`src/design/rat_pkg.sv`:
```
// constants, register map and types of the repeater access timing block
package rat_pkg;

  // ---------------------------------------------------------------------------
  // timing
  // ---------------------------------------------------------------------------
  localparam int          CLK_PERIOD_NS   = 8;
  localparam int          DEB_UNIT_NS     = 2_000_000;
  localparam int          CYC_DEB_UNIT    = (DEB_UNIT_NS + CLK_PERIOD_NS - 1) / CLK_PERIOD_NS;
  localparam int          UNITS_PER_100MS = 50;
  localparam int          TENTHS_PER_S    = 10;
  localparam int          S_PER_MIN       = 60;
  localparam logic [1:0]  TONE_ARM_S      = 2'h3;
  localparam logic [5:0]  XTO_HOLD_MIN    = 6'h3C;
  localparam logic [7:0]  SET_MAX         = 8'h4B;

  // ---------------------------------------------------------------------------
  // register byte offsets
  // ---------------------------------------------------------------------------
  localparam logic [7:0]  OFS_ACCESS      = 8'h00;
  localparam logic [7:0]  OFS_MODE        = 8'h04;
  localparam logic [7:0]  OFS_DEBOUNCE    = 8'h08;
  localparam logic [7:0]  OFS_TAIL        = 8'h0C;
  localparam logic [7:0]  OFS_XTAIL       = 8'h10;
  localparam logic [7:0]  OFS_TONE_HOLD   = 8'h14;
  localparam logic [7:0]  OFS_CALL_INT    = 8'h18;
  localparam logic [7:0]  OFS_TIMEOUT     = 8'h1C;
  localparam logic [7:0]  OFS_MSG_PER     = 8'h20;
  localparam logic [7:0]  OFS_STATUS      = 8'h24;

  // ---------------------------------------------------------------------------
  // field positions and values
  // ---------------------------------------------------------------------------
  localparam int          ACC_GATE_TONE   = 0;
  localparam int          ACC_RPT_TONE    = 1;
  localparam int          ACC_GTX_TONE    = 2;
  localparam int          ACC_XTO         = 3;
  localparam int          ACC_TONE_COS    = 5;
  localparam logic [7:0]  ACC_HOLD_VAL    = 8'h10;
  localparam int          MODE_XTAIL_EN   = 4;

  // ---------------------------------------------------------------------------
  // reset values
  // ---------------------------------------------------------------------------
  localparam logic [7:0]  RST_ACCESS      = 8'h00;
  localparam logic [7:0]  RST_MODE        = 8'h00;
  localparam logic [7:0]  RST_DEBOUNCE    = 8'h00;
  localparam logic [7:0]  RST_TAIL        = 8'h0A;
  localparam logic [7:0]  RST_XTAIL       = 8'h00;
  localparam logic [7:0]  RST_TONE_HOLD   = 8'h00;
  localparam logic [7:0]  RST_CALL_INT    = 8'h0A;
  localparam logic [7:0]  RST_TIMEOUT     = 8'h03;
  localparam logic [7:0]  RST_MSG_PER     = 8'h00;

  typedef enum logic [3:0] {
    ST_IDLE  = 4'h1,
    ST_KEYED = 4'h2,
    ST_TAIL  = 4'h4,
    ST_XTAIL = 4'h8
  } rat_state_type;

endpackage : rat_pkg

```
`src/design/rat_presc.sv`:
```
// free-running prescaler giving 2 ms, 100 ms, 1 s and 1 min ticks
`timescale 1ns/1ps
module rat_presc
  import rat_pkg::*;
#(
  parameter int CYC_UNIT = CYC_DEB_UNIT
) (
  // clock and reset
  input  wire logic clk_sys_i,
  input  wire logic rst_n_i,
  // ticks
  output logic      t2ms_o,
  output logic      t100ms_o,
  output logic      t1s_o,
  output logic      t1min_o
);

  localparam int CW = $clog2(CYC_UNIT + 1);

  generate
    if (CYC_UNIT < 2) begin : g_chk
      $error("rat_presc: CYC_UNIT must be at least 2");
    end
  endgenerate

  typedef struct packed {
    logic [CW-1:0] c_unit;
    logic [5:0]    c_100;
    logic [3:0]    c_1s;
    logic [5:0]    c_min;
    logic          t2;
    logic          t100;
    logic          t1s;
    logic          t1m;
  } rat_presc_type;

  rat_presc_type r, n;

  always_comb begin
    n      = r;
    n.t2   = 1'b0;
    n.t100 = 1'b0;
    n.t1s  = 1'b0;
    n.t1m  = 1'b0;
    if (r.c_unit == CW'(CYC_UNIT - 1)) begin
      n.c_unit = '0;
      n.t2     = 1'b1;
      if (r.c_100 == 6'(UNITS_PER_100MS - 1)) begin
        n.c_100 = '0;
        n.t100  = 1'b1;
        if (r.c_1s == 4'(TENTHS_PER_S - 1)) begin
          n.c_1s = '0;
          n.t1s  = 1'b1;
          if (r.c_min == 6'(S_PER_MIN - 1)) begin
            n.c_min = '0;
            n.t1m   = 1'b1;
          end else begin
            n.c_min = r.c_min + 6'h01;
          end
        end else begin
          n.c_1s = r.c_1s + 4'h1;
        end
      end else begin
        n.c_100 = r.c_100 + 6'h01;
      end
    end else begin
      n.c_unit = r.c_unit + CW'(1);
    end
  end

  always_ff @(posedge clk_sys_i or negedge rst_n_i) begin
    if (!rst_n_i) begin
      r <= '0;
    end else begin
      r <= n;
    end
  end

  assign t2ms_o   = r.t2;
  assign t100ms_o = r.t100;
  assign t1s_o    = r.t1s;
  assign t1min_o  = r.t1m;

endmodule : rat_presc

```
`src/design/rat_access.sv`:
```
// repeater access qualification, tail, timeout and interval timing with ahb-lite registers
//
// Function
// access bit 01: gateway receiver keys repeater transmitter only with its tone
// access bit 02: repeater receiver keys both transmitters only with tone
// access bit 04: repeater receiver needs tone for gateway, not for repeater
// access bit 08: tone held 3 s suspends timeout until 60 min after it ends
// entering extended timeout emits a two-beep request on repeater audio
// operator must not send continuous tone while extended timeout is active
// access value 10: each tone reopens the system for the tone-hold period
// access value 10 must be used alone
// access bit 20: repeater receiver tone acts as an alternative carrier detect
// access bit 20 must not combine with values 02, 03, 06, 07
// tone-hold period counts minutes, at most 4B
// carrier accepted only after open for the debounce setting, 2 ms units
// callsign interval counts minutes, at most 4B
// transmit timeout counts minutes, at most 4B
// settings are always sent as two hex digits
// after carrier drops a tail of setting times 100 ms runs, max 4B
// tail is lengthened while beeps or callsigns are playing
// timeout timer resets when carrier detect drops
// message period 00 disables, 01 to 4B repeats every 1 to 75 minutes
// message only when quiet, timer restarts on mute open, callsign follows
// extended tail of setting times 100 ms follows the tail, max 4B
// extended tail is zero when setting is 00 or enable flag clear
// extended tail enable is bit 10 of the mode setting
// all time units come from one free-running prescaler cleared by reset
// settings load defaults at reset and may be written at any time
`timescale 1ns/1ps
module rat_access
  import rat_pkg::*;
#(
  parameter int CYC_UNIT = CYC_DEB_UNIT
) (
  // clock and reset
  input  wire logic        clk_sys_i,
  input  wire logic        rst_n_i,
  // ahb-lite slave
  input  wire logic        hsel_i,
  input  wire logic [31:0] haddr_i,
  input  wire logic [1:0]  htrans_i,
  input  wire logic        hwrite_i,
  input  wire logic [2:0]  hsize_i,
  input  wire logic [31:0] hwdata_i,
  input  wire logic        hready_i,
  output logic      [31:0] hrdata_o,
  output logic             hreadyout_o,
  output logic             hresp_o,
  // receivers
  input  wire logic        rpt_cos_i,
  input  wire logic        rpt_tone_i,
  input  wire logic        gate_cos_i,
  input  wire logic        gate_tone_i,
  // audio generator handshake
  input  wire logic        audio_busy_i,
  output logic             beep2_req_o,
  output logic             call_req_o,
  output logic             msg_req_o,
  // transmitters and state
  output logic             rpt_ptt_o,
  output logic             gate_ptt_o,
  output logic             timed_out_o
);

  typedef struct packed {
    logic [7:0]      access;
    logic [7:0]      mode;
    logic [7:0]      deb;
    logic [7:0]      tail;
    logic [7:0]      xtail;
    logic [7:0]      thold;
    logic [7:0]      call;
    logic [7:0]      tout;
    logic [7:0]      msg;
    logic [3:0]      s1;
    logic [3:0]      s2;
    logic [1:0][7:0] deb_cnt;
    rat_state_type   st;
    logic [7:0]      tail_cnt;
    logic [7:0]      to_min;
    logic            timed_out;
    logic [1:0]      tone_sec;
    logic            xto_act;
    logic [5:0]      xto_min;
    logic            hold_act;
    logic [7:0]      hold_min;
    logic [7:0]      call_min;
    logic            call_due;
    logic [7:0]      msg_min;
    logic            gate_used;
    logic            beep2;
    logic            call_req;
    logic            msg_req;
    logic            wr_pend;
    logic [7:0]      wr_ofs;
    logic [31:0]     rdata;
  } rat_state_vec_type;

  rat_state_vec_type r, n;
  logic              t2, t100, t1s, t1m;
  logic              rcos, rtone, gcos, gtone, tone_any;
  logic [1:0]        cos_eff, cd;
  logic              hold_mode, rt, gt, rkey, gkey, quiet;
  logic [31:0]       status;

  function automatic logic [7:0] f_clamp(input logic [7:0] v);
    return (v > SET_MAX) ? SET_MAX : v;
  endfunction : f_clamp

  // ---------------------------------------------------------------------------
  // time base
  // ---------------------------------------------------------------------------
  rat_presc #(
    .CYC_UNIT (CYC_UNIT)
  ) u_presc (
    .clk_sys_i (clk_sys_i),
    .rst_n_i   (rst_n_i),
    .t2ms_o    (t2),
    .t100ms_o  (t100),
    .t1s_o     (t1s),
    .t1min_o   (t1m)
  );

  // ---------------------------------------------------------------------------
  // qualification
  // ---------------------------------------------------------------------------
  assign {gtone, gcos, rtone, rcos} = r.s2;
  assign tone_any   = rtone | gtone;
  assign cos_eff[0] = rcos | (r.access[ACC_TONE_COS] & rtone);
  assign cos_eff[1] = gcos;
  assign cd[0]      = cos_eff[0] & (r.deb_cnt[0] >= r.deb);
  assign cd[1]      = cos_eff[1] & (r.deb_cnt[1] >= r.deb);
  assign hold_mode  = (r.access == ACC_HOLD_VAL);
  assign rt         = rtone | r.hold_act;
  assign gt         = gtone | r.hold_act;
  // gateway receiver path: see R1, repeater receiver path
  assign rkey = ~r.timed_out &
                ((cd[0] & (~(r.access[ACC_RPT_TONE] | hold_mode) | rt)) |
                 (cd[1] & (~(r.access[ACC_GATE_TONE] | hold_mode) | gt)));
  assign gkey = ~r.timed_out &
                cd[0] & (~(r.access[ACC_RPT_TONE] | r.access[ACC_GTX_TONE] | hold_mode) | rt);
  assign quiet  = r.st[0] & ~(cd[0] | cd[1]);
  assign status = {20'h0, gkey, rkey, r.xto_act, r.hold_act, r.timed_out, r.call_due, cd, r.st};

  // ---------------------------------------------------------------------------
  // next state
  // ---------------------------------------------------------------------------
  always_comb begin
    n          = r;
    n.s1       = {gate_tone_i, gate_cos_i, rpt_tone_i, rpt_cos_i};
    n.s2       = r.s1;
    n.beep2    = 1'b0;
    n.call_req = 1'b0;
    n.msg_req  = 1'b0;
    n.wr_pend  = 1'b0;
    // register write in data phase
    if (r.wr_pend) begin
      unique case (r.wr_ofs)
        OFS_ACCESS:    n.access = hwdata_i[7:0];
        OFS_MODE:      n.mode   = hwdata_i[7:0];
        OFS_DEBOUNCE:  n.deb    = hwdata_i[7:0];
        OFS_TAIL:      n.tail   = f_clamp(hwdata_i[7:0]);
        OFS_XTAIL:     n.xtail  = f_clamp(hwdata_i[7:0]);
        OFS_TONE_HOLD: n.thold  = f_clamp(hwdata_i[7:0]);
        OFS_CALL_INT:  n.call   = f_clamp(hwdata_i[7:0]);
        OFS_TIMEOUT:   n.tout   = f_clamp(hwdata_i[7:0]);
        OFS_MSG_PER:   n.msg    = f_clamp(hwdata_i[7:0]);
        default:       n.wr_pend = 1'b0;
      endcase
    end
    // address phase; read data reflects a write finishing this cycle
    if (hsel_i && htrans_i[1] && hready_i) begin
      n.wr_pend = hwrite_i;
      n.wr_ofs  = haddr_i[7:0];
      unique case (haddr_i[7:0])
        OFS_ACCESS:    n.rdata = {24'h0, n.access};
        OFS_MODE:      n.rdata = {24'h0, n.mode};
        OFS_DEBOUNCE:  n.rdata = {24'h0, n.deb};
        OFS_TAIL:      n.rdata = {24'h0, n.tail};
        OFS_XTAIL:     n.rdata = {24'h0, n.xtail};
        OFS_TONE_HOLD: n.rdata = {24'h0, n.thold};
        OFS_CALL_INT:  n.rdata = {24'h0, n.call};
        OFS_TIMEOUT:   n.rdata = {24'h0, n.tout};
        OFS_MSG_PER:   n.rdata = {24'h0, n.msg};
        OFS_STATUS:    n.rdata = status;
        default:       n.rdata = 32'h0000_0000;
      endcase
    end
    // carrier debounce in 2 ms units
    for (int i = 0; i < 2; i++) begin
      if (!cos_eff[i]) begin
        n.deb_cnt[i] = 8'h00;
      end else if (t2 && r.deb_cnt[i] < r.deb) begin
        n.deb_cnt[i] = r.deb_cnt[i] + 8'h01;
      end
    end
    // transmit timeout
    if (!(cd[0] | cd[1])) begin
      n.to_min    = 8'h00;
      n.timed_out = 1'b0;
    end else begin
      if (r.st == ST_KEYED && t1m && !r.xto_act && r.to_min != 8'hFF) begin
        n.to_min = r.to_min + 8'h01;
      end
      if (r.tout != 8'h00 && r.to_min >= r.tout && !r.xto_act) begin
        n.timed_out = 1'b1;
      end
    end
    // extended timeout by held tone
    if (r.access[ACC_XTO] && tone_any) begin
      if (r.xto_act) begin
        n.xto_min = 6'h00;
      end
      if (t1s && r.tone_sec != TONE_ARM_S) begin
        n.tone_sec = r.tone_sec + 2'h1;
        if (r.tone_sec == TONE_ARM_S - 2'h1) begin
          n.xto_act = 1'b1;
          n.xto_min = 6'h00;
          n.beep2   = 1'b1;
        end
      end
    end else begin
      n.tone_sec = 2'h0;
      if (r.xto_act && t1m) begin
        if (r.xto_min == XTO_HOLD_MIN - 6'h01) begin
          n.xto_act = 1'b0;
        end else begin
          n.xto_min = r.xto_min + 6'h01;
        end
      end
    end
    // tone hold period
    if (!hold_mode) begin
      n.hold_act = 1'b0;
      n.hold_min = 8'h00;
    end else if (tone_any) begin
      n.hold_act = 1'b1;
      n.hold_min = 8'h00;
    end else if (r.hold_act && t1m) begin
      if ((r.hold_min + 8'h01) >= r.thold) begin
        n.hold_act = 1'b0;
      end else begin
        n.hold_min = r.hold_min + 8'h01;
      end
    end else if (r.hold_act && r.thold == 8'h00) begin
      n.hold_act = 1'b0;
    end
    // callsign interval
    if (t1m && r.call != 8'h00 && !r.call_due) begin
      if ((r.call_min + 8'h01) >= r.call) begin
        n.call_due = 1'b1;
        n.call_min = 8'h00;
      end else begin
        n.call_min = r.call_min + 8'h01;
      end
    end
    // periodic message
    if (!quiet) begin
      n.msg_min = 8'h00;
    end else if (t1m && r.msg != 8'h00) begin
      if ((r.msg_min + 8'h01) >= r.msg) begin
        n.msg_req  = 1'b1;
        n.call_req = 1'b1;
        n.call_due = 1'b0;
        n.call_min = 8'h00;
        n.msg_min  = 8'h00;
      end else begin
        n.msg_min = r.msg_min + 8'h01;
      end
    end
    // transmitter sequence
    if (gkey) begin
      n.gate_used = 1'b1;
    end
    unique case (r.st)
      ST_IDLE: begin
        n.gate_used = gkey;
        if (rkey) begin
          n.st = ST_KEYED;
        end
      end
      ST_KEYED: begin
        if (!rkey) begin
          n.st       = ST_TAIL;
          n.tail_cnt = r.tail;
          if (r.call_due) begin
            n.call_req = 1'b1;
            n.call_due = 1'b0;
            n.call_min = 8'h00;
          end
        end
      end
      ST_TAIL: begin
        if (rkey) begin
          n.st = ST_KEYED;
        end else if (r.tail_cnt == 8'h00 && !audio_busy_i) begin
          n.st       = ST_XTAIL;
          n.tail_cnt = r.mode[MODE_XTAIL_EN] ? r.xtail : 8'h00;
        end else if (t100 && !audio_busy_i && r.tail_cnt != 8'h00) begin
          n.tail_cnt = r.tail_cnt - 8'h01;
        end
      end
      ST_XTAIL: begin
        if (rkey) begin
          n.st = ST_KEYED;
        end else if (r.tail_cnt == 8'h00) begin
          n.st = ST_IDLE;
        end else if (t100) begin
          n.tail_cnt = r.tail_cnt - 8'h01;
        end
      end
    endcase
  end

  always_ff @(posedge clk_sys_i or negedge rst_n_i) begin
    if (!rst_n_i) begin
      r        <= '0;
      r.access <= RST_ACCESS;
      r.mode   <= RST_MODE;
      r.deb    <= RST_DEBOUNCE;
      r.tail   <= RST_TAIL;
      r.xtail  <= RST_XTAIL;
      r.thold  <= RST_TONE_HOLD;
      r.call   <= RST_CALL_INT;
      r.tout   <= RST_TIMEOUT;
      r.msg    <= RST_MSG_PER;
      r.st     <= ST_IDLE;
    end else begin
      r <= n;
    end
  end

  // ---------------------------------------------------------------------------
  // outputs
  // ---------------------------------------------------------------------------
  assign hrdata_o    = r.rdata;
  assign hreadyout_o = 1'b1;
  assign hresp_o     = 1'b0;
  assign beep2_req_o = r.beep2;
  assign call_req_o  = r.call_req;
  assign msg_req_o   = r.msg_req;
  assign rpt_ptt_o   = ~r.st[0];
  assign gate_ptt_o  = r.gate_used & ~r.st[0];
  assign timed_out_o = r.timed_out;
endmodule : rat_access

```
`config.mk`:
```
export PLATFORM = sky130hd
export DESIGN_NAME = rat_access
export DESIGN_NICKNAME = d
export VERILOG_FILES = /design/src/design/rat_pkg.sv /design/src/design/rat_presc.sv /design/src/design/rat_access.sv
export SDC_FILE = /design/constraint.sdc
export NUM_CORES = 1
export LEC_CHECK = 0
export BUFFER_PORTS_ARGS = -buffer_cell sky130_fd_sc_hd__buf_2
export CORE_MARGIN = 4
export CORE_UTILIZATION = 45
export DETAILED_ROUTE_END_ITERATION = 16
export GPL_ROUTABILITY_DRIVEN = 0
export PLACE_DENSITY = 0.64
export SKIP_LAST_GASP = 1
export SLEW_MARGIN = 5
export SYNTH_ARGS = -nofsm -noshare
export SYNTH_HDL_FRONTEND = slang
export SYNTH_SLANG_ARGS = --single-unit
```
`constraint.sdc`:
```
create_clock -name clk_sys_i -period 3.1 [get_ports clk_sys_i]
set_clock_uncertainty 0.15 [all_clocks]
set_input_delay 0.31 -clock clk_sys_i [delete_from_list [all_inputs] [get_ports clk_sys_i]]
set_output_delay 0.31 -clock clk_sys_i [all_outputs]
set_load 0.1 [all_outputs]
```
== Word-level counts from Yosys, hierarchy flattened ==
Cells that the tools add are included.

* Register bits: 235
* Input bits: 79
* Output and inout bits: 40
* Word-level logic and storage cells: 264

* $add $sub $neg: 13
* Magnitude comparators: 9
* Eq/ne operators: 51
* Muxes and demuxes: 79
* Bitwise gates (word level): 29
* Reduce and logical (&&, ||, !) cells: 43

{| class="wikitable"
|+ Operator list
! operator !! number
|-
| $mux W8 || 27
|-
| $pmux W12 S10 || 1
|-
| $mux W9 || 11
|-
| $eq A8 B5 Y1 const B || 9
|-
| $mux W72 || 1
|-
| $add A8 B1 Y8 const B || 6
|-
| $ge A8 B8 Y1 || 6
|-
| $mux W41 || 1
|-
| $eq A8 B4 Y1 const B || 4
|-
| $logic_not A8 Y1 || 4
|-
| $reduce_bool A8 Y1 || 4
|-
| $mux W4 || 7
|-
| $eq A8 B6 Y1 const B || 3
|-
| $mux W6 || 4
|-
| $pmux W8 S3 || 1
|-
| $logic_and A1 B1 Y1 || 20
|-
| $add A18 B1 Y18 const B || 1
|-
| $add A6 B1 Y6 const B || 3
|-
| $eq A18 B18 Y1 const B || 1
|-
| $eq A6 B6 Y1 const B || 3
|-
| $mux W18 || 1
|-
| $mux W17 || 1
|-
| $eq A8 B3 Y1 const B || 2
|-
| $lt A8 B8 Y1 || 2
|-
| other kinds (32) || 101
|}

== Longest topological paths before layout ==
Gate-level depths: netlist of the first run.

* Word-level depth: 10
* Mapped depth: 12
* Mapped depth without buffers: 11

== Cells and area by module ==
From an unflattened synthesis of the first run, not the netlist that was laid out.

* Cell total of the unflattened synthesis: 1202
* Area, all modules: 11906.4 µm²

{| class="wikitable"
|+ By module, submodules not included
! module !! instances !! cells an instance !! area an instance (µm²) !! sequential area each (µm²)
|-
| rat_access || 1 || 1022 || 9982.1 || 4438.0
|-
| rat_presc || 1 || 180 || 1924.3 || 950.9
|}

== Worst setup path before layout of the first run ==
Ideal clock, no wire load.

* Path kind: register -> register
* Start: register r[45] (netlist name)
* End: register r[56] (netlist name)
* Library setup time: 0.081 ns
* Arrival time: 2.691 ns
* Required time: 2.869 ns
* Setup slack: 0.178 ns
* Cell stages (with the launch flop): 13
* Buffers on the path: 1
* Clock period less this slack: 2.922 ns
* Path through: dfrtp_1 -> ha_1 -> nand3_1 -> xnor2_1 -> ha_1 -> a21o_1 -> a2111oi_0 -> o21ai_0 -> o21a_1 -> clkbuf_1 -> and4_1 -> o21bai_1 -> a21oi_1

{| class="wikitable"
|+ RTL lines
! what !! line !! text
|-
| start, declared || rat_access.sv:99 || <nowiki>rat_state_vec_type r, n;</nowiki>
|-
| start signal, assigned || rat_access.sv:329 || <nowiki>r <= n;</nowiki>
|}

==> results of run 1 <==
-- cells in the mapped netlist (8+ instances only) --
cell type	n
a222oi_1	9
ha_1	62
o21ai_0	92
a31oi_1	14
nor4_1	14
nand2_1	114
nor4b_1	8
a221oi_1	8
and3_1	18
nand3_1	52
or3_1	8
nor2b_1	13
nand2b_1	14
buf_4	39
a211oi_1	13
nand3b_1	11
mux2_2	27
a22oi_1	14
nor3_1	20
inv_1	56
a21oi_1	43
nor3b_1	12
o31ai_1	12
dfrtp_1	208
nor2_1	106
nand4_1	18
clkbuf_1	24
xor2_1	21
and2_1	20
xnor2_1	43
a22o_1	12
-- repair_timing --
item | 4_1_cts | 5_1_grt
gates cloned | 0 | 0
hold buffers | 19 | 0
setup buffers | 0 | 1
resized for setup | 1 | 11
endpoints found under the hold margin | 103 | 0
pin swaps | 1 | 0
setup endpoints to repair | 1 | 27
-- through the flow --
step           utilization [%]  hold WS, ns  total power (uW)  cell area (um^2)
3_5_place_dp             48.42       0.1865              3481             12580
5_1_grt                  52.47      0.04389              6584             13630
3_3_place_gp             48.42       0.1859              3468             12580
6_report                 52.47      0.04311              6343             13630
4_1_cts                  52.29      0.02003              6409             13590
2_1_floorplan                -      -0.1356              3291             11890
-- worst max-delay path by stage --
stage	start	endpoint	slack, ns	cells after the start
floorplan	r[45]	r[56]	0.18	12
global placement	r[101]	r[92]	0.007	10
detailed placement	r[101]	r[92]	-0.05	10
CTS	r[101]	r[92]	0.05	10
global route	r[46]	r[56]	-0.02	12
finish	r[39]	hrdata_o[6]	0.15	7
-- worst max-delay path, stage by stage (launching register included) --
cell      delay [ns]
dfrtp_1         0.42
or4b_1          0.66
nor3_2          0.30
buf_4           0.23
mux2_2          0.36
a22o_1          0.21
a221oi_1        0.36
a31oi_1         0.14
-- routing by layer --
layer / track usage, % / routed length (um) / vias to the layer above
li1: - / - / 4571
met1: 30.67 / 14310 / 4668
met2: 33.58 / 13720 / 253
met3: 3.484 / 1594 / 78
met4: 6.528 / 1027 / 0
met5: 0 / 0 / -
-- cell families after synthesis --
logic type / Yosys count / share of synthesized area (%)
flip-flops: 215 / 45.60
XOR/XNOR: 64 / 4.743
multiplexers: 34 / 3.165
AND/OR/NAND/NOR: 452 / 19.50
buffers and inverters: 124 / 5.314
other: 2 / 0.06354
adder cells (fa/ha/maj): 62 / 6.564
AO/OA/AOI/OAI: 271 / 15.05
-- registers in the layout, summed over array words and instances (netlist names), 4 cells and up --
| register | flops |
|---|---|
| u_presc.r | 34 |
| n | 4 |
| hrdata_o | 12 |
| r | 155 |
-- final cells by class --
class	count	area share [%]
repair buffers	123	6.479
multi-input cells	905	43.42
clock buffers	40	5.809
flip-flops and latches	215	39.53
well taps	335	3.075
clock inverters	4	0.1468
inverters	56	1.542
-- power groups by stage --
stage | logic [uW] | clock network [uW] | registers, uW
after floorplan | 307 | 0 | 2980
after global placement | 458 | 0 | 3010
after detailed placement | 466 | 0 | 3020
after CTS | 487 | 2960 | 2960
after global routing | 536 | 3070 | 2980
final | 488 | 2890 | 2970
==> summary.md, run 1 <==
| Metric | Value |
|---|---|
| Area of the multi-input gates | `0.005919 mm^2` |
| Top post-synthesis cells by area | `dfrtp_1, ha_1, o21ai_0` |
| Post-synth top flop | `dfrtp_1` |
| Setup ws final | `0.1541 ns` |
| Crit path max fanout | `7` |
| Total global-route track usage | `21.41%` |
| Final net count | `1,467` |
| Comb pwr share | `7.7%` |
| Die Y | `170.1 um` |
| Yosys cell types | `71` |
| Fill cell count | `2,389` |
| Max-cap viol count | `0` |
| Leading cell type in the layout, fill and taps excluded | `dfrtp_1` |
| CTS tree | `done` |
| Vias | `9,570` |
| Vias per cell | `5.703` |
| YS warnings | `0` |
| CP endpoint kind | `register` |
| Hold Path Depth | `2` |
| Antenna viol nets, final | `0` |
| Int Power | `4765 uW` |
| Inst Count DP | `1,614` |
| Root buf cell | `clkbuf_16` |
| Status | `finished clean` |
| Commonest non-fill, non-tap cells in the layout | `dfrtp_1, nand2_1, nor2_1` |
| Relative slew slack | `52.36%` |
| Crit path kind | `register to register` |
| Flop2flop setup slack | `0.15 ns` |
| Antenna diodes | `0` |
| Ports | `119` |
| Worst Hold End | `r[187]` |
| Clock share of power | `45.5%` |
| Largest net degree at the start of global routing | `88` |
| Switching Share | `24.88%` |
| Cell accounting for the most synthesized area | `dfrtp_1` |
| Core footprint | `0.02598 mm^2` |
| Setup TNS | `0 ns` |
| CTS buffer count | `25` |
| Sink Count | `215` |
| Synthesized cell area | `0.01182 mm^2` |
| Tcrit/Tclk final | `95.03%` |
| Layout Cells excl Fill | `1,678` |
| Storage cell area | `0.005389 mm^2` |
| Final Hold Fails | `0` |
| HPWL after detailed placement | `22,590 um` |
| Initial Utilization | `45.48%` |
| Residual DRC | `0` |
| R2r endpoint | `hrdata_o[6]` |
| Post-synth top area share | `44.04%` |
| Rows | `59` |
| Fmax | `339.5 MHz` |
| Initial DRT Pass Iterations | `10` |
| WL per Instance | `18.27 um` |
| CP Data Required Time | `3.35 ns` |
| FF-to-FF path depth | `7` |
| DRT iter0 DRCs | `788` |
| FF-to-FF Start | `r[39]` |
| EDFF count, synth | `0` |
| Mapped Cells | `1,224` |
| CP Data Arrival Time | `3.19 ns` |
| CTS H-tree lvls | `1` |
| Pins over their slew limit | `0` |
| Synthesis-to-layout area growth | `15.35%` |
| Chip Width | `170.1 um` |
| Worst-skew pair later-pin latency | `0.52 ns` |
| Setup WS pre-CTS | `-0.05199 ns` |
| Final setup viols | `0` |
| Flop pwr share | `46.8%` |
| Worst-path clk slew | `0.06 ns` |
| Min-delay src | `hwdata_i[6]` |
| Power Density | `465.2 mW/mm^2` |
| Total Wirelength | `30,650 um` |
| Worst VDD drop | `0.0003492 V` |
| Layout cells sized above 1 | `15.04%` |
| Antenna violations before repair | `0` |
| Async set or reset register ratio after synthesis | `100.0%` |
| IO Port Bufs | `44` |
| First-pass GRT wire length | `50,670 um` |
| Hold crit path type | `primary input to register` |
| Net Switching | `1578 uW` |
| FF+latch count, synth | `215` |
| Worst Tran Pin Value | `0.7071 ns` |
| Leakage | `0.006443 uW` |
| DIE AREA | `0.02892 mm^2` |
| Grt ovf | `0` |
| Vias in the first global route | `9,513` |
| Post-synthesis sequential area ratio | `45.60%` |
| CP Launch Type | `register` |
| Min cycle time layout | `2.946 ns` |
| Clk buf depth | `3` |
| Syn_area_per_cell | `9.656 um^2` |
Note: power is estimated with default switching activity, not from simulation.
==> inputs of run 2 (changes only) <==
- ABC_AREA: default -> 1
- GPL_ROUTABILITY_DRIVEN: 0 -> 1
==> run 2 against run 1 <==
Net effect: area after synthesis is 4.4% higher; global-route usage is 0.47 points lower; final area is 2.6% higher; utilization is 0.58 points lower; wire length is 2.5% higher; largest power group unchanged; highest routed layer unchanged.
==> summary.md, run 2 <==
| Metric | Value |
|---|---|
| Synthesis-to-layout area growth | `13.29%` |
| Net Switching | `2364 uW (+50%)` |
| Final setup viols | `0 (unchanged)` |
| Post-synth top area share | `42.17% (-1.9 points)` |
| Chip Width | `173.6 um (+2.1%)` |
| Grt ovf | `0 (unchanged)` |
| Crit path max fanout | `8 (+1)` |
| CTS buffer count | `26 (+4.0%)` |
| Async set or reset register ratio after synthesis | `100.0% (unchanged)` |
| Met3 Use GR | `3.272% (-0.21 points)` |
| Clk buf depth | `3 (unchanged)` |
| Fill cell count | `2,563 (+7.3%)` |
| Initial Utilization | `45.80% (+0.32 points)` |
| Final net count | `1,756 (+20%)` |
| Flop2flop setup slack | `0.34 ns (+0.19 ns)` |
| Flop pwr share | `41.1% (-5.7 points)` |
| Rows | `60 (+1.7%)` |
| Largest stage delay, worst path | `0.41 ns (-0.25 ns)` |
| Switching Share | `30.00% (+5.1 points)` |
| Total Wirelength | `31,410 um (+2.5%)` |
| Tcrit/Tclk final | `88.98% (-6.0 points)` |
| Fmax | `362.5 MHz (+6.8%)` |
| Sink Count | `215 (unchanged)` |
| CP Data Arrival Time | `3.06 ns (-0.13 ns)` |
| WL per Instance | `15.89 um (-13%)` |
| Count leader, synth | `nand2_1` |
| FF+latch count, synth | `215 (unchanged)` |
| Worst-path clk slew | `0.06 ns (about the same)` |
| R2r endpoint | `r[58]` |
| Layout Cells excl Fill | `1,976 (+18%)` |
| Worst VDD drop | `0.0004308 V (+23%)` |
| RSZ-0062 raised after global routing | `no` |
| Pins over their slew limit | `0 (unchanged)` |
| Commonest non-fill, non-tap cells in the layout | `nand2_1, inv_1, dfrtp_1` |
| Status | `finished clean` |
| Hold crit path type | `primary input to register` |
| Top post-synthesis cells by area | `dfrtp_1, nand2_1, inv_1` |
| Worst Hold End | `r[177]` |
| Residual DRC | `0 (unchanged)` |
| Met1 usage | `29.80% (-0.87 points)` |
| Crit path kind | `register to register` |
| Final Hold Fails | `0 (unchanged)` |
| DIE AREA | `0.03015 mm^2 (+4.2%)` |
| HPWL after detailed placement | `23,220 um (+2.8%)` |
| Initial DRT Pass Iterations | `5 (-5)` |
| Die Y | `173.6 um (+2.1%)` |
| Yosys cell types | `52 (-27%)` |
| Leakage | `0.007269 uW (+13%)` |
| Comb pwr share | `17.8% (+10 points)` |
| Inst Count DP | `1,908 (+18%)` |
| YS warnings | `0 (unchanged)` |
| CP Data Required Time | `3.40 ns (+0.05 ns)` |
| Min cycle time layout | `2.759 ns (-0.1874 ns)` |
| Setup TNS | `0 ns (unchanged)` |
| EDFF count, synth | `0 (unchanged)` |
| Crit-path cells | `ha_1 -> nand3_1 -> nor3b_1 -> xor2_1 -> ha_1 -> nand2_1 -> nor2_1 -> nand4_1 -> o2111ai_1 -> nor2_2 -> a22oi_1 -> nor2_1` |
| Hold Path Depth | `4 (+2)` |
| Postcts setup bufs | `0 (unchanged)` |
| Max reg flops | `155 (unchanged)` |
| Min-delay src | `hwdata_i[4]` |
| First-pass GRT wire length | `51,890 um (+2.4%)` |
| Layout cells sized above 1 | `10.28% (-4.8 points)` |
| CTS tree | `done` |
| Core footprint | `0.02695 mm^2 (+3.7%)` |
| Antenna violations before repair | `0 (unchanged)` |
| Post-synthesis sequential area ratio | `43.65% (-1.9 points)` |
| CP bufs+invs | `0 (-1)` |
| Int Power | `5515 uW (+16%)` |
| Cell accounting for the most synthesized area | `dfrtp_1` |
| Top post-synthesis cells by count | `nand2_1, inv_1, dfrtp_1` |
| Total global-route track usage | `20.94% (-0.47 points)` |
| CP endpoint kind | `register` |
| Leading cell type in the layout, fill and taps excluded | `nand2_1` |
| Worst Tran Pin Value | `0.7336 ns (+0.02651 ns)` |
| FF-to-FF path depth | `12 (+5)` |
| Met2 GRT Util | `32.90% (-0.68 points)` |
| RD Place Congestion | `0.9729` |
| Vias | `10.27k (+7.3%)` |
| Vias in the first global route | `10.07k (+5.8%)` |
| CP Launch Type | `register` |
| Largest Register | `r` |
| Antenna diodes | `0 (unchanged)` |
| Root buf cell | `clkbuf_16` |
| CP top delay family | `simple AND/OR/NAND/NOR gates` |
| DRT iter0 DRCs | `759 (-3.7%)` |
| Syn_area_per_cell | `8.037 um^2 (-17%)` |
| CTS H-tree lvls | `1 (unchanged)` |
| Synthesized cell area | `0.01234 mm^2 (+4.4%)` |
| Worst-skew pair later-pin latency | `0.53 ns (about the same)` |
| Largest net degree at the start of global routing | `89 (+1.1%)` |
| Power Density | `563.4 mW/mm^2 (+21%)` |
| Mapped Cells | `1,536 (+25%)` |
| Ports | `119 (unchanged)` |
| Post-synth top flop | `dfrtp_1` |
| FF-to-FF Start | `r[54]` |
| Slowest-stage cell, CP | `dfrtp_1` |
| Vias per cell | `5.195 (-8.9%)` |
| Relative slew slack | `51.09% (-1.3 points)` |
| IO Port Bufs | `44 (unchanged)` |
| GRT busiest layer | `met2` |
| Clock share of power | `41.1% (-4.4 points)` |
| Max-cap viol count | `0 (unchanged)` |
| Antenna viol nets, final | `0 (unchanged)` |
[run 2: cell count changes in the layout (fill, tap and decap cells not counted), sizes merged, moves of 17 or more]
cell / delta
nand2: +266
inv: +174
buf: -49
nand3: +48
xnor2: -40
nor2: +32
mux2: -27
o21ai: +21
xor2: +20
nand4: +17
[run 2: metrics by stage]
| step | utilization, % | total power [uW] | hold slack [ns] | setup WS (ns) | area [um^2] |
|---|---|---|---|---|---|
| floorplan | - | 4352 | -0.1356 | 0.6482 | 12420 |
| global placement | 47.74 | 4624 | 0.1817 | 0.3507 | 12870 |
| detailed placement | 47.74 | 4658 | 0.1879 | 0.2217 | 12870 |
| CTS | 51.88 | 7948 | 0.02867 | 0.2060 | 13980 |
| global route | 51.89 | 8289 | 0.07247 | 0.02906 | 13980 |
| finish | 51.89 | 7878 | 0.05836 | 0.3415 | 13980 |
[run 2: worst min-delay path, delay by kind of cell]
family | cells | cell delay (ns)
AOI/OAI and AO/OA | 1 | 0.12
buffers and inverters | 2 | 0.18
and+or+nand+nor | 1 | 0.09
[run 2: layer usage]
layer,routed length (um),vias to the layer above
li1,-,5116
met1,14600,4846
met2,14040,244
met3,1688,60
met4,1075,0
met5,0,-
[run 2: cells by family after synthesis]
family          after synthesis  share of synthesized area [%]
compound gates              228                          10.70
xor+xnor                     44                          3.122
fa+ha+maj                    62                          6.284
buf+inv                     273                          9.538
flops                       215                          43.65
other cells                   2                        0.06084
simple gates                712                          26.64
[run 2: how the worst max path moves through the flow]
stage | start | to | cells past startpoint
2_1_floorplan | r[64] | r[62] | 12
3_3_place_gp | r[54] | r[60] | 12
3_5_place_dp | r[54] | r[58] | 12
4_1_cts | r[54] | r[60] | 12
5_1_grt | r[54] | r[54] | 12
6_report | r[54] | r[58] | 12
[run 2: power by group through the flow]
| stage | registers, uW | clock network [uW] | logic [uW] |
|---|---|---|---|
| final | 3240 | 3230 | 1410 |
| after global routing | 3270 | 3430 | 1600 |
| after CTS | 3240 | 3300 | 1410 |
| after detailed placement | 3280 | 0 | 1380 |
| after global placement | 3280 | 0 | 1350 |
| after floorplan | 3230 | 0 | 1120 |
[run 2: area by class of cell]
type	count	area, um^2	share of cell area, %
clock buffers	36	749.5	5.359
clock inverters	12	166.4	1.190
inverters	229	859.6	6.147
multi-input cells	1068	5856	41.87
flip-flops and latches	215	5389	38.53
well taps	341	426.7	3.051
repair buffers	75	538.0	3.847
[run 2: repair_timing]
| action | CTS | global route |
|---|---|---|
| endpoints found under the setup margin | 0 | 8 |
| gates resized for setup | 0 | 1 |
| endpoints found under the hold margin | 105 | 0 |
| hold buffers | 20 | 0 |
==> inputs of run 3 (changes only) <==
--- a/config.mk
+++ b/config.mk
@@ -11,5 +11,6 @@
 export CORE_UTILIZATION = 45
+export CTS_CLUSTER_DIAMETER = 60
 export DETAILED_ROUTE_END_ITERATION = 16
 export GPL_ROUTABILITY_DRIVEN = 1
-export PLACE_DENSITY = 0.64
+export PLACE_DENSITY = 0.61
 export SKIP_LAST_GASP = 1
==> constraint.sdc (replaced) <==
create_clock -name clk_sys_i -period 3.2 [get_ports clk_sys_i]
set_clock_uncertainty 0.15 [all_clocks]
set_input_delay 0.16 -clock clk_sys_i [delete_from_list [all_inputs] [get_ports clk_sys_i]]
set_output_delay 0.16 -clock clk_sys_i [all_outputs]
set_load 0.1 [all_outputs]
==> run 3 against run 2 <==
Net effect: total power shrank 0.70%; sequential share of layout area fell by 0.47 points; fmax down 1.8%; sequential cell count unchanged; register-to-register slack improved by 0.05 ns; sequential power is 3% lower; first-iteration DRC count fell by 0.13%; utilization rose by 0.65 points; largest cell class unchanged; wire length fell by 0.61%; clock power up 2%; clock-buffer cell count increased by 3.
==> summary.md, run 3 (same netlist as run 2, synthesis figures left out) <==
| Metric | Value |
|---|---|
| Pins over their slew limit | `0 (unchanged)` |
| Slowest-stage cell, CP | `nor2_1` |
| Antenna viol nets, final | `0 (unchanged)` |
| Vias per cell | `5.079 (-2.2%)` |
| Commonest non-fill, non-tap cells in the layout | `nand2_1, inv_1, dfrtp_1` |
| Hold crit path type | `primary input to async pin` |
| Setup WS pre-CTS | `0.4152 ns (+0.1935 ns)` |
| Grt ovf | `0 (unchanged)` |
| Sink Count | `215 (unchanged)` |
| Worst-path clk slew | `0.06 ns (about the same)` |
| Vias in the first global route | `9,726 (-3.4%)` |
| Setup ws final | `0.3922 ns (+0.05070 ns)` |
| HPWL after detailed placement | `23,590 um (+1.6%)` |
| CP most frequent cell | `nor2_1` |
| Crit-path cells | `ha_1 -> nand3_1 -> nor3b_1 -> xor2_1 -> ha_1 -> nand2_1 -> nor2_1 -> nand4_1 -> o2111ai_1 -> nor2_1 -> a22oi_1 -> nor2_1` |
| CP bufs+invs | `0 (unchanged)` |
| Fmax | `356.2 MHz (-1.8%)` |
| Root buf cell | `clkbuf_16` |
| Residual DRC | `0 (unchanged)` |
| Final setup viols | `0 (unchanged)` |
| Die Y | `173.6 um (unchanged)` |
| Storage cell area | `0.005389 mm^2 (unchanged)` |
| First-pass GRT wire length | `51,180 um (-1.4%)` |
| IO Port Bufs | `44 (unchanged)` |
| CTS buffer count | `28 (+7.7%)` |
| Leading cell type in the layout, fill and taps excluded | `nand2_1` |
| Power Density | `552.5 mW/mm^2 (-1.9%)` |
| Rows | `60 (unchanged)` |
| DRT iter0 DRCs | `758 (-0.13%)` |
| Vias | `10.11k (-1.5%)` |
| Final net count | `1,768 (+0.68%)` |
| Total global-route track usage | `20.56% (-0.38 points)` |
| Largest Register | `r` |
| Antenna violations before repair | `0 (unchanged)` |
| CP endpoint kind | `register` |
| RD Place Congestion | `0.9522 (-2.1%)` |
| CP top delay family | `simple AND/OR/NAND/NOR gates` |
| Resize count post-CTS | `0 (unchanged)` |
| Relative slew slack | `50.41% (-0.68 points)` |
| DIE AREA | `0.03015 mm^2 (unchanged)` |
| CP Launch Type | `register` |
| Worst Tran Pin Value | `0.7411 ns (+0.007493 ns)` |
| Min cycle time layout | `2.808 ns (+0.04930 ns)` |
| Crit path max fanout | `8 (unchanged)` |
| RSZ-0062 raised after global routing | `no` |
| Max reg flops | `155 (unchanged)` |
| Total Wirelength | `31,210 um (-0.61%)` |
| Chip Width | `173.6 um (unchanged)` |
| Largest net degree at the start of global routing | `72 (-19%)` |
| WL per Instance | `15.68 um (-1.3%)` |
| Layout cells sized above 1 | `10.25% (-0.027 points)` |
| CTS tree | `done` |
| Ports | `119 (unchanged)` |
| Largest stage delay, worst path | `0.48 ns (+0.07 ns)` |
| CTS H-tree lvls | `1 (unchanged)` |
| Crit path kind | `register to register` |
| Fin Hold WS | `0.002530 ns (-0.05583 ns)` |
| Area of the multi-input gates | `0.005853 mm^2 (about the same)` |
| Fill cell count | `2,546 (-0.66%)` |
| Antenna diodes | `0 (unchanged)` |
| Clk buf depth | `3 (unchanged)` |
| Setup TNS | `0 ns (unchanged)` |
| Status | `finished clean` |
| CP Data Required Time | `3.52 ns (+0.12 ns)` |
| Worst VDD drop | `0.0004271 V (-0.87%)` |
| Core footprint | `0.02695 mm^2 (unchanged)` |
| Final Hold Fails | `0 (unchanged)` |
| Leakage | `0.007331 uW (+0.84%)` |
| Tcrit/Tclk final | `87.74% (-1.2 points)` |
| Worst-skew pair later-pin latency | `0.56 ns (+0.03 ns)` |
| CP Data Arrival Time | `3.12 ns (+0.06 ns)` |
| Initial Utilization | `45.80% (unchanged)` |
| Max-cap viol count | `0 (unchanged)` |
| Initial DRT Pass Iterations | `5 (unchanged)` |
| Synthesis-to-layout area growth | `14.70%` |
[run 3: cell types whose count changed in the layout (fill, tap and decap cells not counted)]
cell | before | now
clkbuf_16 | 27 | 28
clkbuf_8 | 4 | 7
dlygate4sd3_1 | 20 | 33
nor2_1 | 117 | 118
clkinv_2 | 6 | 2
nor2_2 | 7 | 6
clkinvlp_4 | 1 | 5
clkbuf_1 | 5 | 4
bufinv_16 | 4 | 3
buf_4 | 9 | 7
clkinv_16 | 0 | 1
inv_6 | 1 | 2
buf_12 | 2 | 1
[run 3: report_power, final]
part	switching (uW)	internal, uW	leakage, uW	total (uW)
logic	943	445	0.00414	1390
registers	177	2960	0.00271	3140
clock network	1270	2030	0.000472	3300
total	2390	5430	0.00733	7820
[run 3: per-layer routing]
layer | part of all wire, % | track usage, % | up-vias
li1 | - | - | 5136
met1 | 49 | 30.06 | 4694
met2 | 44 | 32.39 | 222
met3 | 4.5 | 2.770 | 56
met4 | 2.7 | 5.444 | 0
met5 | 0 | 0 | -
[run 3: final cells by class]
type,count,share of cell area [%]
flip-flops and latches,215,38.06
well taps,341,3.013
repair buffers,85,4.472
multi-input cells,1068,41.34
clock buffers,39,5.735
inverters,229,6.071
clock inverters,13,1.308
[run 3: repair_timing]
item,4_1_cts,5_1_grt
endpoints found under the setup margin,0,0
endpoints found under the hold margin,239,0
hold buffers,33,0
buffers inserted,0,0
[run 3: through the flow]
stage          area (um^2)  std cells  power [uW]  utilization (%)
2_1_floorplan        12420       1556        4216                -
3_3_place_gp         12830       1905        4493            47.61
3_5_place_dp         12830       1905        4520            47.61
4_1_cts              14160       1990        7897            52.53
5_1_grt              14160       1990        8217            52.53
6_report             14160       1990        7823            52.53
[run 3: worst paths after layout]
path / start / endpoint / slack (ns) / cells past startpoint
worst min register to register: n[118] / r[118] / 0.20 / 0
worst max-delay path: r[54] / r[59] / 0.39 / 12
max in group asynchronous: rst_n_i / r[73] / 2.04 / 3
min in group clk_sys_i: gate_tone_i / n[120] / 0.08 / 2
worst max register to register: r[54] / r[59] / 0.39 / 12
worst min-delay path: rst_n_i / r[190] / 0.003 / 2
